[config.mk]
export PLATFORM = sky130hd
export DESIGN_NAME = dmc_mode_config
export DESIGN_NICKNAME = d
export VERILOG_FILES = /design/src/verilog/dmc_mode_config.v
export VERILOG_INCLUDE_DIRS = /design/src /design/src/verilog
export SDC_FILE = /design/constraint.sdc
export NUM_CORES = 1
export LEC_CHECK = 0
export BUFFER_PORTS_ARGS = -buffer_cell sky130_fd_sc_hd__buf_2
export CAP_MARGIN = 20
export CORE_MARGIN = 4
export CORE_UTILIZATION = 50
export DETAILED_ROUTE_END_ITERATION = 6
export PLACE_DENSITY = 0.8
export SETUP_SLACK_MARGIN = 0.1
export SKIP_LAST_GASP = 1
export SYNTH_ARGS = -nofsm -noshare
export SYNTH_HDL_FRONTEND = slang
export SYNTH_SLANG_ARGS = --single-unit
[constraint.sdc]
create_clock -name clk -period 6.2 [get_ports clk]
set_clock_uncertainty 0.15 [all_clocks]
set_input_delay 1.24 -clock clk [delete_from_list [all_inputs] [get_ports clk]]
set_output_delay 1.24 -clock clk [all_outputs]
set_load 0.1 [all_outputs]
[src/verilog/dmc_regs.vh]
`ifndef DMC_REGS_VH
`define DMC_REGS_VH
// Mode register select codes on bank group / bank address (bits 20:18).
`define DMC_SEL_HI 20
`define DMC_SEL_LO 18
`define DMC_SEL_PRPC 3'h4
`define DMC_SEL_DBPT 3'h5
`define DMC_SEL_DNU 3'h7
// Data-bus, parity and termination configuration fields.
`define DMC_RSV_A 21
`define DMC_RSV_B 17
`define DMC_RSV_C 13
`define DMC_RD_INV 12
`define DMC_WR_INV 11
`define DMC_MASK 10
`define DMC_PERSIST 9
`define DMC_PARK_HI 8
`define DMC_PARK_LO 6
`define DMC_ODT_BUF_OFF 5
`define DMC_PAR_ERR 4
`define DMC_CRC_ERR 3
`define DMC_PLAT_HI 2
`define DMC_PLAT_LO 0
`define DMC_DBPT_RESET 22'h000000
// Power, refresh and preamble configuration fields.
`define DMC_CAL_HI 8
`define DMC_CAL_LO 6
`define DMC_RD_PRE 11
`define DMC_PRE_TRAIN 10
`define DMC_TCR_EN 3
`define DMC_TCR_EXT 2
`define DMC_MPS 1
`define DMC_PRPC_RESET 22'h000000
// Device organisation codes.
`define DMC_ORG_X4 2'h0
`define DMC_ORG_X8 2'h1
`define DMC_ORG_X16 2'h2
`endif

[src/verilog/dmc_mode_config.v]
`timescale 1ns/1ps
`default_nettype none
`include "dmc_regs.vh"
module dmc_mode_config (
   // Clock and reset.
   input wire clk,
   input wire rstn,
   // Device organisation strap, sampled continuously.
   input wire [1:0] org,
   // Command bus, one command per asserted select.
   input wire cs_n,
   input wire act_n,
   input wire ras_n,
   input wire cas_n,
   input wire we_n,
   input wire [21:0] addr,
   input wire par,
   // Maximum power saving exit request.
   input wire mps_exit,
   // CRC error event and multipurpose-register read flag from datapath.
   input wire crc_err_evt,
   input wire mpr_read,
   // Decoded command outputs.
   output reg cmd_valid,
   output reg [21:0] cmd_addr,
   output reg [2:0] cmd_code,
   // Register contents.
   output reg [21:0] data_bus_parity_termination_config,
   output reg [21:0] power_refresh_preamble_config,
   // Feature controls.
   output reg rd_inv_active,
   output reg wr_inv_active,
   output reg wr_mask_active,
   output reg [2:0] parked_termination,
   output reg odt_buf_off_pd,
   output reg [3:0] parity_latency,
   output reg [3:0] cal_clocks,
   output reg tcr_enable,
   output reg tcr_extended,
   output reg mps_active,
   output reg preamble_training,
   output reg preamble_two_clk
);
   localparam ST_IDLE = 3'b001;
   localparam ST_WAIT = 3'b010;
   localparam ST_MPS = 3'b100;
   // Maps latency field codes to clocks; reserved codes read as zero (disabled).
   function [3:0] cal_decode;
      input [2:0] code;
      begin
         case (code)
            3'h1: cal_decode = 4'h3;
            3'h2: cal_decode = 4'h4;
            3'h3: cal_decode = 4'h5;
            3'h4: cal_decode = 4'h6;
            3'h5: cal_decode = 4'h8;
            default: cal_decode = 4'h0;
         endcase
      end
   endfunction
   function [3:0] plat_decode;
      input [2:0] code;
      begin
         case (code)
            3'h1: plat_decode = 4'h4;
            3'h2: plat_decode = 4'h5;
            3'h3: plat_decode = 4'h6;
            default: plat_decode = 4'h0;
         endcase
      end
   endfunction
   reg [2:0] state;
   reg [3:0] wait_cnt;
   reg [21:0] held_addr;
   reg [2:0] held_code;
   reg held_par;
   wire [3:0] cal_cfg = cal_decode(power_refresh_preamble_config[`DMC_CAL_HI:`DMC_CAL_LO]);
   wire [3:0] plat_cfg = plat_decode(data_bus_parity_termination_config[`DMC_PLAT_HI:`DMC_PLAT_LO]);
   wire wide_org = (org == `DMC_ORG_X8) || (org == `DMC_ORG_X16);
   wire sel_low = ~cs_n;
   // Captured command: immediate when latency is off, else delayed copy.
   wire cap_now = (state == ST_WAIT) && (wait_cnt == 4'h1);
   wire take = (state == ST_IDLE) && sel_low && (cal_cfg == 4'h0);
   wire cmd_go = take || cap_now;
   wire [21:0] c_addr = cap_now ? held_addr : addr;
   wire [2:0] c_code = cap_now ? held_code : {ras_n, cas_n, we_n};
   wire c_act = cap_now ? 1'b0 : ~act_n;
   wire c_par = cap_now ? held_par : par;
   // Mode set is a non-activate command with all three strobes low.
   wire is_mrs = cmd_go && !c_act && (c_code == 3'h0);
   wire sel_dnu = c_addr[`DMC_SEL_HI:`DMC_SEL_LO] == `DMC_SEL_DNU;
   wire wr_dbpt = is_mrs && (c_addr[`DMC_SEL_HI:`DMC_SEL_LO] == `DMC_SEL_DBPT);
   wire wr_prpc = is_mrs && (c_addr[`DMC_SEL_HI:`DMC_SEL_LO] == `DMC_SEL_PRPC);
   // Parity covers the activate pin as driven, so the low-active level enters the sum.
   wire par_bad = (^{~c_act, c_code, c_addr}) != c_par;
   wire par_on = plat_cfg != 4'h0;
   // Persistent mode keeps checking with the status bit set.
   wire par_check = par_on && (data_bus_parity_termination_config[`DMC_PERSIST] ||
                               !data_bus_parity_termination_config[`DMC_PAR_ERR]);
   wire par_evt = cmd_go && par_check && par_bad;
   reg [21:0] next_dbpt;
   always @* begin
      next_dbpt = data_bus_parity_termination_config;
      if (wr_dbpt && !par_evt) begin
         // Reserved positions are held at zero regardless of what is written.
         next_dbpt = c_addr;
         next_dbpt[`DMC_SEL_HI:`DMC_SEL_LO] = 3'h0;
         next_dbpt[`DMC_RSV_A] = 1'b0;
         next_dbpt[`DMC_RSV_B] = 1'b0;
         next_dbpt[`DMC_RSV_C] = 1'b0;
      end
      // Setting beats a same-cycle clear.
      if (par_evt)
         next_dbpt[`DMC_PAR_ERR] = 1'b1;
      if (crc_err_evt)
         next_dbpt[`DMC_CRC_ERR] = 1'b1;
   end
   always @(posedge clk or negedge rstn) begin
      if (!rstn) begin
         state <= ST_IDLE;
         wait_cnt <= 4'h0;
         held_addr <= 22'h000000;
         held_code <= 3'h7;
         held_par <= 1'b0;
         data_bus_parity_termination_config <= `DMC_DBPT_RESET;
         power_refresh_preamble_config <= `DMC_PRPC_RESET;
         cmd_valid <= 1'b0;
         cmd_addr <= 22'h000000;
         cmd_code <= 3'h7;
      end else begin
         data_bus_parity_termination_config <= next_dbpt;
         // A command that fails parity is not executed.
         cmd_valid <= cmd_go && !par_evt && !(is_mrs && sel_dnu);
         cmd_addr <= c_addr;
         cmd_code <= c_code;
         if (wr_prpc && !par_evt) begin
            power_refresh_preamble_config <= c_addr & 22'h003fff;
            power_refresh_preamble_config[0] <= 1'b0;
         end
         case (state)
            ST_IDLE: begin
               if (sel_low && cal_cfg != 4'h0) begin
                  state <= ST_WAIT;
                  wait_cnt <= cal_cfg;
               end
               if (wr_prpc && !par_evt && c_addr[`DMC_MPS])
                  state <= ST_MPS;
            end
            ST_WAIT: begin
               wait_cnt <= wait_cnt - 4'h1;
               if (wait_cnt == 4'h2) begin
                  held_addr <= addr;
                  held_code <= {ras_n, cas_n, we_n};
                  held_par <= par;
               end
               if (cap_now) begin
                  state <= ST_IDLE;
                  if (wr_prpc && !par_evt && c_addr[`DMC_MPS])
                     state <= ST_MPS;
               end
            end
            ST_MPS: begin
               // Only the exit request leaves this state; commands are dropped.
               if (mps_exit) begin
                  state <= ST_IDLE;
                  power_refresh_preamble_config[`DMC_MPS] <= 1'b0;
               end
            end
            default: state <= ST_IDLE;
         endcase
      end
   end
   always @(posedge clk or negedge rstn) begin
      if (!rstn) begin
         rd_inv_active <= 1'b0;
         wr_inv_active <= 1'b0;
         wr_mask_active <= 1'b0;
         parked_termination <= 3'h0;
         odt_buf_off_pd <= 1'b0;
         parity_latency <= 4'h0;
         cal_clocks <= 4'h0;
         tcr_enable <= 1'b0;
         tcr_extended <= 1'b0;
         mps_active <= 1'b0;
         preamble_training <= 1'b0;
         preamble_two_clk <= 1'b0;
      end else begin
         // Read inversion is suppressed for multipurpose-register reads.
         rd_inv_active <= wide_org && data_bus_parity_termination_config[`DMC_RD_INV] && !mpr_read;
         wr_inv_active <= wide_org && data_bus_parity_termination_config[`DMC_WR_INV];
         // The mask only qualifies write data; the read path never sees it.
         wr_mask_active <= wide_org && data_bus_parity_termination_config[`DMC_MASK];
         parked_termination <= data_bus_parity_termination_config[`DMC_PARK_HI:`DMC_PARK_LO];
         odt_buf_off_pd <= data_bus_parity_termination_config[`DMC_ODT_BUF_OFF];
         parity_latency <= plat_cfg;
         cal_clocks <= cal_cfg;
         tcr_enable <= power_refresh_preamble_config[`DMC_TCR_EN];
         tcr_extended <= power_refresh_preamble_config[`DMC_TCR_EXT];
         mps_active <= state == ST_MPS;
         preamble_training <= power_refresh_preamble_config[`DMC_PRE_TRAIN];
         preamble_two_clk <= power_refresh_preamble_config[`DMC_RD_PRE];
      end
   end
endmodule // dmc_mode_config
`default_nettype wire

==> results of run 1 <==
==> cell usage after synthesis, types with 7 or more instances <==
library cell,instances
sky130_fd_sc_hd__inv_1,13
sky130_fd_sc_hd__xnor2_1,27
sky130_fd_sc_hd__buf_4,16
sky130_fd_sc_hd__nor2_1,10
sky130_fd_sc_hd__dfstp_2,7
sky130_fd_sc_hd__o21ai_0,9
sky130_fd_sc_hd__a21oi_1,7
sky130_fd_sc_hd__mux2_1,20
sky130_fd_sc_hd__mux2i_1,7
sky130_fd_sc_hd__clkbuf_1,7
sky130_fd_sc_hd__dfrtp_1,100
sky130_fd_sc_hd__mux2_2,33
sky130_fd_sc_hd__ha_1,8
sky130_fd_sc_hd__nand2_1,69
==> cell families after synthesis <==
family / after synthesis
xor gates and xnor gates: 38
DFF: 107
other: 1
adders and majority gates: 8
buffers and inverters: 39
muxes: 60
and+or+nand+nor: 105
AOI/OAI and AO/OA: 35
==> area by class of cell <==
class / count / area share [%]
antenna: 1 / 0.0443
clock buffer: 10 / 2.26
clock inverter: 6 / 1.02
inverter: 13 / 0.865
multi-input combinational: 262 / 35.3
sequential: 107 / 47.6
tap: 129 / 2.86
timing repair buffer: 111 / 10.0
==> report_power, final <==
part	switching (W)	internal [W]
Clock	0.000249	0.000156
Sequential	0.0000476	0.000757
Combinational	0.000462	0.000147
Total	0.000759	0.00106
==> state kept, by name (all words and copies together), names as in the netlist, 3 cells and up <==
name / flops
parked_termination: 3
parity_latency: 3
data_bus_parity_termination_config: 16
state: 3
held_code: 3
cal_clocks: 4
cmd_addr: 22
wait_cnt: 4
power_refresh_preamble_config: 13
cmd_code: 3
held_addr: 22
==> worst reg2reg max path, cell delays in order, from the launching register on <==
cell                      delay, ps
sky130_fd_sc_hd__dfrtp_1        420
sky130_fd_sc_hd__inv_1           90
sky130_fd_sc_hd__ha_1           150
sky130_fd_sc_hd__nor3b_1        460
sky130_fd_sc_hd__nand2_2        500
sky130_fd_sc_hd__mux2i_1        400
sky130_fd_sc_hd__ha_1           300
sky130_fd_sc_hd__xor2_1         170
sky130_fd_sc_hd__xnor3_1        410
sky130_fd_sc_hd__xor3_2         360
sky130_fd_sc_hd__a21oi_2        620
sky130_fd_sc_hd__mux2_2         410
==> worst min path at each step <==
stage / to / slack (ps) / depth (start not counted)
finish: odt_buf_off_pd / 250 / 0
global route: odt_buf_off_pd / 270 / 0
CTS: odt_buf_off_pd / 260 / 0
detailed placement: parked_termination[2] / 240 / 0
global placement: parked_termination[2] / 220 / 0
floorplan: cmd_addr[17] / 320 / 2
==> metrics by stage <==
stage | worst slack, ps | area, sq um | util (%)
after floorplan | 2090 | 4900 | -
after global placement | 1990 | 5460 | 58.5
after detailed placement | 1690 | 5460 | 58.5
after CTS | 1680 | 5640 | 60.5
after global routing | 1270 | 5640 | 60.5
final | 1660 | 5640 | 60.5
==> per-layer routing <==
layer,up-vias,part of all wire (%),global-route usage [%]
li1,1511,-,-
met1,1603,44,25.7
met2,112,48,30.5
met3,25,5.9,3.89
met4,0,2.6,7.85
met5,-,0,0
==> reports/metrics.json, run 1 <==
{
  "sta": {
    "whs_ps": 255,
    "max_slew.worst_pin.slew_ps": 815,
    "timing.final.hold_violations": 0,
    "period_utilisation_layout_pct": 73.3,
    "setup_tns_ps": 0,
    "clock_period_minus_final_worst_setup_slack_ps": 4540,
    "timing.slew.headroom_pct": 45.7,
    "maxSlewViolCount": 0,
    "grt_setup_unrepaired": "false",
    "setup_viol": 0,
    "timing.fmax_mhz": 220
  },
  "power_and_ir_drop": {
    "peakVddDrop_mv": 0.134,
    "leakagePower_nw": 2.94,
    "design_power_total_w": 0.00182,
    "power_per_cell_area_nw_per_um2": 322
  },
  "yosys": {
    "post_synth_fa_ha_maj_area_fraction_pct": 2.07,
    "asyncSetResetFlopFracSynth_pct": 100,
    "synthSimpleGateAreaFrac_pct": 10.0,
    "ys_warn_count": 0,
    "synthXorXnorAreaFrac_pct": 8.62,
    "ys.flop_type": "sky130_fd_sc_hd__dfrtp_1",
    "synth_top_cells_by_area": "sky130_fd_sc_hd__dfrtp_1 52%, sky130_fd_sc_hd__mux2_2 7.7%, sky130_fd_sc_hd__nand2_1 5.3%",
    "synth.avg_cell_area_sq_um": 12.3,
    "synth_area_leader": "sky130_fd_sc_hd__dfrtp_1",
    "synthMuxAreaShare_pct": 13.8,
    "synth_sequential_area_ratio_pct": 55.4,
    "synthesis.area_sq_um": 4850,
    "synthDistinctLibCells": 48,
    "synth.ff_latch_count": 107,
    "post_synth_edffs": 0,
    "synth_top_cell_area_share_pct": 51.6,
    "number_of_standard_cells_after_synthesis": 393,
    "synth-compound-area-share_pct": 5.42,
    "synth_top_family_by_area": "multiplexers"
  },
  "worst_setup_path": {
    "crit_start": "wait_cnt[1]",
    "endpoint": "power_refresh_preamble_config[2]",
    "critical_path.endpoint_type": "flop",
    "crit-reg2reg-launch": "wait_cnt[1]",
    "critical_path.max_stage_delay_ps": 610,
    "destination_of_the_worst_register_to_register_timing_path": "power_refresh_preamble_config[2]",
    "cp.arrival_ps": 4660,
    "critical_path.cell_chain": "inv_1 > ha_1 > nor3b_1 > nand2_2 > mux2i_1 > ha_1 > xor2_1 > xnor3_1 > xor3_2 > a21oi_2 > mux2_2",
    "worst_path_dominant_cell_family": "simple AND/OR/NAND/NOR gates",
    "buffers_plus_inverters_on_the_worst_setup_path": 1,
    "critical_path.startpoint_type": "flop",
    "timing.critical_path.slowest_stage_cell": "sky130_fd_sc_hd__a21oi_2",
    "critPathMaxFanout": 27,
    "crit_path_frequent_cell": "sky130_fd_sc_hd__ha_1",
    "ff2ff_path_depth": 11,
    "reg2reg_slack_ps": 1660,
    "path_class": "flop to flop",
    "critical_path_depth": 11,
    "required_ps": 6310
  },
  "outcome": {
    "outcome": "completed"
  },
  "floorplan": {
    "initial_core_util_pct": 52.0,
    "floorplan.die_area_sq_um": 11300,
    "fp.dieW_um": 106,
    "fp.dieH_um": 106,
    "io_pins": 125,
    "num_rows": 35,
    "core_region_area_sq_um": 9330
  },
  "global_routing": {
    "grt_max_degree": 67,
    "grt_first_pass_wirelength_mm": 16.9,
    "grt.overflow.total": 0,
    "gr-usage-all-layers_pct": 19.1,
    "number_of_antenna_violations_at_the_first_check_in_global_routing": 0,
    "via_count_of_the_first_global_routing_pass": 3359
  },
  "cells_and_area": {
    "area_growth_pct": 16.4,
    "post_route_cells_drive_above_1_share_pct": 34.4,
    "finalNetCount": 547,
    "multiInputGateArea_sq_um": 1990,
    "n_fill_cell": 764,
    "final-seq-area_sq_um": 2690,
    "mostFrequentLayoutCell": "sky130_fd_sc_hd__buf_2",
    "final-instance-count-excl-fill": 639,
    "layout.cells.most_common_list": "107 x sky130_fd_sc_hd__buf_2, 100 x sky130_fd_sc_hd__dfrtp_1, 69 x sky130_fd_sc_hd__nand2_1"
  },
  "flow_run": {
    "drv_cap": 0
  },
  "clock_network": {
    "root_cell_of_the_clock_tree": "sky130_fd_sc_hd__clkbuf_8",
    "clk_path_buf_depth": 2,
    "cts_resized": 0,
    "numCtsBuffers": 9,
    "level_count_of_the_clock_h_tree": 3,
    "cts_tree": "built",
    "cts_num_sinks": 107,
    "worst_setup_hold_path_clk_slew_ps": 110,
    "postCtsSetupRepairBufs": 0,
    "cts.hold.buffers_added": 0,
    "clkLatencyLatePin_ps": 370
  },
  "placed_design": {
    "dpl.cell_count": 622,
    "place_congestion": 0.833,
    "place.port_buffers": 108,
    "dp.final_hpwl_mm": 7.72
  },
  "route": {
    "vias_per_std_cell": 5.09,
    "detail_route.first_pass.iterations": 4,
    "route.antenna.remaining_nets": 0,
    "totalWireLength_mm": 10.4,
    "avgRoutedWirePerCell_um": 16.2,
    "drcViolationCount": 0,
    "drt_iter0_drc": 185,
    "vias": 3251
  },
  "min_path": {
    "hold_path.startpoint": "data_bus_parity_termination_config[5]",
    "hold_path_class": "flop to flop"
  }
}
Note: power is estimated with default switching activity, not from simulation.
==> run 2: changes to the inputs <==
--- a/config.mk
+++ b/config.mk
@@ -6,12 +6,13 @@
 export SDC_FILE = /design/constraint.sdc
 export NUM_CORES = 1
 export LEC_CHECK = 0
+export ABC_AREA = 1
 export BUFFER_PORTS_ARGS = -buffer_cell sky130_fd_sc_hd__buf_2
 export CAP_MARGIN = 20
 export CORE_MARGIN = 4
 export CORE_UTILIZATION = 50
 export DETAILED_ROUTE_END_ITERATION = 6
-export PLACE_DENSITY = 0.8
+export PLACE_DENSITY = 0.79
 export SETUP_SLACK_MARGIN = 0.1
 export SKIP_LAST_GASP = 1
 export SYNTH_ARGS = -nofsm -noshare
==> constraint.sdc (replaced) <==
create_clock -name clk -period 4.35 [get_ports clk]
set_clock_uncertainty 0.15 [all_clocks]
set_input_delay 0.87 -clock clk [delete_from_list [all_inputs] [get_ports clk]]
set_output_delay 0.87 -clock clk [all_outputs]
set_load 0.1 [all_outputs]
==> run 2 against run 1 <==
  * Fmax rose by 18%
  * Sequential power rose by 42%
  * Largest power group unchanged
  * Synthesized cell count rose by 52%
  * Non-clock buffer count fell by 1
  * First-iteration DRC count rose by 7.0%
  * Clock power rose by 58%
  * Critical path type unchanged
  * Highest routed layer is now met5
  * Hold slack improved by 15 ps
  * Via count rose by 27%
==> reports/metrics.json, run 2 <==
{
  "worst_setup_path": {
    "reg2reg_slack": {"value": 490, "unit": "ps", "change": "was 1660 ps"},
    "required": {"value": 4510, "unit": "ps", "change": "was 6310 ps"},
    "critical_path.startpoint_type": {"value": "flop", "change": "unchanged"},
    "path_class": {"value": "flop to flop", "change": "unchanged"},
    "critical_path.endpoint_type": {"value": "flop", "change": "unchanged"},
    "worst_path_dominant_cell_family": {"value": "simple AND/OR/NAND/NOR gates", "change": "unchanged"},
    "timing.critical_path.slowest_stage_cell": {"value": "sky130_fd_sc_hd__dfrtp_1", "change": "was sky130_fd_sc_hd__a21oi_2"},
    "crit_path_frequent_cell": {"value": "sky130_fd_sc_hd__nand2_1", "change": "was sky130_fd_sc_hd__ha_1"},
    "critical_path.max_stage_delay": {"value": 420, "unit": "ps", "change": "was 610 ps"},
    "cp.arrival": {"value": 4010, "unit": "ps", "change": "was 4660 ps"},
    "critPathMaxFanout": {"value": 42, "change": "was 27"},
    "buffers_plus_inverters_on_the_worst_setup_path": {"value": 5, "change": "was 1"}
  },
  "clock_network": {
    "worst_setup_hold_path_clk_slew": {"value": 110, "unit": "ps", "change": "about the same"},
    "cts_resized": {"value": 0, "change": "unchanged"},
    "postCtsSetupRepairBufs": {"value": 0, "change": "unchanged"},
    "root_cell_of_the_clock_tree": {"value": "sky130_fd_sc_hd__clkbuf_8", "change": "unchanged"},
    "clk_path_buf_depth": {"value": 2, "change": "unchanged"},
    "numCtsBuffers": {"value": 9, "change": "unchanged"},
    "cts_num_sinks": {"value": 107, "change": "unchanged"},
    "cts.hold.buffers_added": {"value": 0, "change": "unchanged"},
    "cts_tree": {"value": "built", "change": "unchanged"},
    "clkLatencyLatePin": {"value": 380, "unit": "ps", "change": "was 370 ps"},
    "level_count_of_the_clock_h_tree": {"value": 3, "change": "unchanged"}
  },
  "floorplan": {
    "initial_core_util": {"value": 52.0, "unit": "%", "change": "about the same"},
    "io_pins": {"value": 125, "change": "unchanged"},
    "fp.dieH": {"value": 110, "unit": "um", "change": "was 106 um"},
    "num_rows": {"value": 36, "change": "was 35"},
    "floorplan.die_area": {"value": 12000, "unit": "sq um", "change": "was 11300 sq um"},
    "core_region_area": {"value": 9910, "unit": "sq um", "change": "was 9330 sq um"},
    "fp.dieW": {"value": 110, "unit": "um", "change": "was 106 um"}
  },
  "route": {
    "drt_iter0_drc": {"value": 198, "change": "was 185"},
    "drcViolationCount": {"value": 0, "change": "unchanged"},
    "detail_route.first_pass.iterations": {"value": 5, "change": "was 4"},
    "vias": {"value": 4139, "change": "was 3251"},
    "totalWireLength": {"value": 11.4, "unit": "mm", "change": "was 10.4 mm"},
    "route.antenna.remaining_nets": {"value": 0, "change": "unchanged"},
    "vias_per_std_cell": {"value": 4.95, "change": "was 5.09"},
    "avgRoutedWirePerCell": {"value": 13.7, "unit": "um", "change": "was 16.2 um"}
  },
  "yosys": {
    "synthDistinctLibCells": {"value": 37, "change": "was 48"},
    "synth_top_cells_by_area": {"value": "sky130_fd_sc_hd__dfrtp_1 49%, sky130_fd_sc_hd__nand2_1 14%, sky130_fd_sc_hd__o21ai_2 5.6%", "change": "was sky130_fd_sc_hd__dfrtp_1 52%, sky130_fd_sc_hd__mux2_2 7.7%, sky130_fd_sc_hd__nand2_1 5.3%"},
    "synth_commonest_cells": {"value": "194 x sky130_fd_sc_hd__nand2_1, 100 x sky130_fd_sc_hd__dfrtp_1, 71 x sky130_fd_sc_hd__inv_1", "change": "was 100 x sky130_fd_sc_hd__dfrtp_1, 69 x sky130_fd_sc_hd__nand2_1, 33 x sky130_fd_sc_hd__mux2_2"},
    "asyncSetResetFlopFracSynth": {"value": 100, "unit": "%", "change": "unchanged"},
    "synthesis.area": {"value": 5150, "unit": "sq um", "change": "was 4850 sq um"},
    "synth_sequential_area_ratio": {"value": 52.1, "unit": "%", "change": "was 55.4%"},
    "synth_area_leader": {"value": "sky130_fd_sc_hd__dfrtp_1", "change": "unchanged"},
    "ys_warn_count": {"value": 0, "change": "unchanged"},
    "synth_top_cell_area_share": {"value": 48.6, "unit": "%", "change": "was 51.6%"},
    "synth.ff_latch_count": {"value": 107, "change": "unchanged"},
    "synth.avg_cell_area": {"value": 8.65, "unit": "sq um", "change": "was 12.3 sq um"},
    "post_synth_edffs": {"value": 0, "change": "unchanged"},
    "number_of_standard_cells_after_synthesis": {"value": 596, "change": "was 393"},
    "synth_most_common_cell": {"value": "sky130_fd_sc_hd__nand2_1", "change": "was sky130_fd_sc_hd__dfrtp_1"},
    "ys.flop_type": {"value": "sky130_fd_sc_hd__dfrtp_1", "change": "unchanged"}
  },
  "flow_run": {
    "drv_cap": {"value": 0, "change": "unchanged"}
  },
  "global_routing": {
    "via_count_of_the_first_global_routing_pass": {"value": 3986, "change": "was 3359"},
    "number_of_antenna_violations_at_the_first_check_in_global_routing": {"value": 2, "change": "was 0"},
    "grt_max_degree": {"value": 52, "change": "was 67"},
    "gr-usage-all-layers": {"value": 20.3, "unit": "%", "change": "was 19.1%"},
    "grt.overflow.total": {"value": 0, "change": "unchanged"},
    "grt_first_pass_wirelength": {"value": 18.8, "unit": "mm", "change": "was 16.9 mm"}
  },
  "power_and_ir_drop": {
    "leakagePower": {"value": 3.33, "unit": "nW", "change": "was 2.94 nW"},
    "power_per_cell_area": {"value": 446, "unit": "nW/um^2", "change": "was 322 nW/um^2"},
    "peakVddDrop": {"value": 0.219, "unit": "mV", "change": "was 0.134 mV"}
  },
  "cells_and_area": {
    "fin_util": {"value": 59.7, "unit": "%", "change": "was 60.5%"},
    "area_growth": {"value": 14.7, "unit": "%", "change": "was 16.4%"},
    "mostFrequentLayoutCell": {"value": "sky130_fd_sc_hd__nand2_1", "change": "was sky130_fd_sc_hd__buf_2"},
    "layout.cells.most_common_list": {"value": "194 x sky130_fd_sc_hd__nand2_1, 107 x sky130_fd_sc_hd__buf_2, 100 x sky130_fd_sc_hd__dfrtp_1", "change": "was 107 x sky130_fd_sc_hd__buf_2, 100 x sky130_fd_sc_hd__dfrtp_1, 69 x sky130_fd_sc_hd__nand2_1"},
    "finalNetCount": {"value": 742, "change": "was 547"},
    "n_diodes": {"value": 0, "change": "was 1"},
    "layout_top_registers": {"value": "cmd_addr: 22 flops, held_addr: 22 flops, data_bus_parity_termination_config: 16 flops", "change": "unchanged"},
    "post_route_cells_drive_above_1_share": {"value": 28.7, "unit": "%", "change": "was 34.4%"}
  },
  "placed_design": {
    "place.port_buffers": {"value": 108, "change": "unchanged"},
    "dp.final_hpwl": {"value": 8.60, "unit": "mm", "change": "was 7.72 mm"},
    "place_congestion": {"value": 0.821, "change": "was 0.833"}
  },
  "sta": {
    "clock_period_minus_final_worst_setup_slack": {"value": 3860, "unit": "ps", "change": "was 4540 ps"},
    "timing.fmax": {"value": 259, "unit": "MHz", "change": "was 220 MHz"},
    "max_slew.worst_pin.slew": {"value": 898, "unit": "ps", "change": "was 815 ps"},
    "maxSlewViolCount": {"value": 0, "change": "unchanged"},
    "timing.final.hold_violations": {"value": 0, "change": "unchanged"},
    "grt_setup_unrepaired": {"value": "false", "change": "unchanged"},
    "setup_viol": {"value": 0, "change": "unchanged"},
    "timing.slew.headroom": {"value": 40.0, "unit": "%", "change": "was 45.7%"},
    "setup_tns": {"value": 0, "unit": "ps", "change": "unchanged"},
    "period_utilisation_layout": {"value": 88.7, "unit": "%", "change": "was 73.3%"}
  },
  "outcome": {
    "outcome": {"value": "completed", "change": "unchanged"}
  },
  "min_path": {
    "hold_path_class": {"value": "flop to flop", "change": "unchanged"}
  }
}
run 2: cell count changes after synthesis, sizes merged, moves of 15 or more:
cell	change
mux2	-52
nor2	+15
nand3	+20
inv	+67
xnor2	-25
nand2	+143
o21ai	+71
run 2: stage by stage:
| stage | instance area (sq um) | power, W | std cells | hold WS [ps] | setup WS, ps |
|---|---|---|---|---|---|
| after detailed placement | 5690 | 0.00202 | 821 | 247 | 413 |
| after global placement | 5690 | 0.00200 | 821 | 243 | 656 |
| after global routing | 5910 | 0.00277 | 837 | 283 | 109 |
| final | 5910 | 0.00264 | 837 | 270 | 492 |
| after CTS | 5890 | 0.00265 | 837 | 268 | 306 |
| after floorplan | 5210 | 0.00186 | 611 | 298 | 908 |
run 2: final timing paths:
| path | from | end | cells past startpoint |
|---|---|---|---|
| max in group asynchronous | rstn | held_addr[10] | 2 |
| min reg2reg | data_bus_parity_termination_config[8] | parked_termination[2] | 0 |
| max reg2reg | wait_cnt[1] | power_refresh_preamble_config[1] | 26 |
| min in group asynchronous | rstn | data_bus_parity_termination_config[6] | 1 |
| min | data_bus_parity_termination_config[8] | parked_termination[2] | 0 |
| max | wait_cnt[1] | power_refresh_preamble_config[1] | 26 |
run 2: power by group:
part	total [W]	leakage [nW]	internal, W	switching (W)
sequential	0.00114	1.34	0.00108	0.0000598
clock	0.000638	0.0999	0.000277	0.000361
combinational	0.000854	1.88	0.000154	0.000701
run 2: final cells by class:
| type | count | area [sq um] |
|---|---|---|
| multi-input combinational | 391 | 1990 |
| timing repair buffer | 110 | 558 |
| inverter | 80 | 300 |
| sequential | 107 | 2690 |
| tap | 133 | 166 |
| clock inverter | 7 | 85.1 |
| clock buffer | 9 | 124 |
| fill | 881 | 4000 |
run 2: logic make-up (layout without fill, tap and decap cells):
family | after synthesis | in the layout | share of synthesized area [%]
compound gates | 95 | 95 | 12.3
xor+xnor | 3 | 3 | 0.510
fa+ha+maj | 8 | 8 | 1.94
buf+inv | 113 | 206 | 10.8
flops | 107 | 107 | 52.1
mux | 1 | 1 | 0.218
other cells | 1 | 16 | 0.0728
simple gates | 268 | 268 | 22.1
run 2: per-layer routing:
metal  GRT usage (%)  wire [um]  up-vias
li1                -          -     2039
met1            25.6       4930     1931
met2            33.1       5470      137
met3            4.70        712       28
met4            9.17        310        4
met5               0         14        -
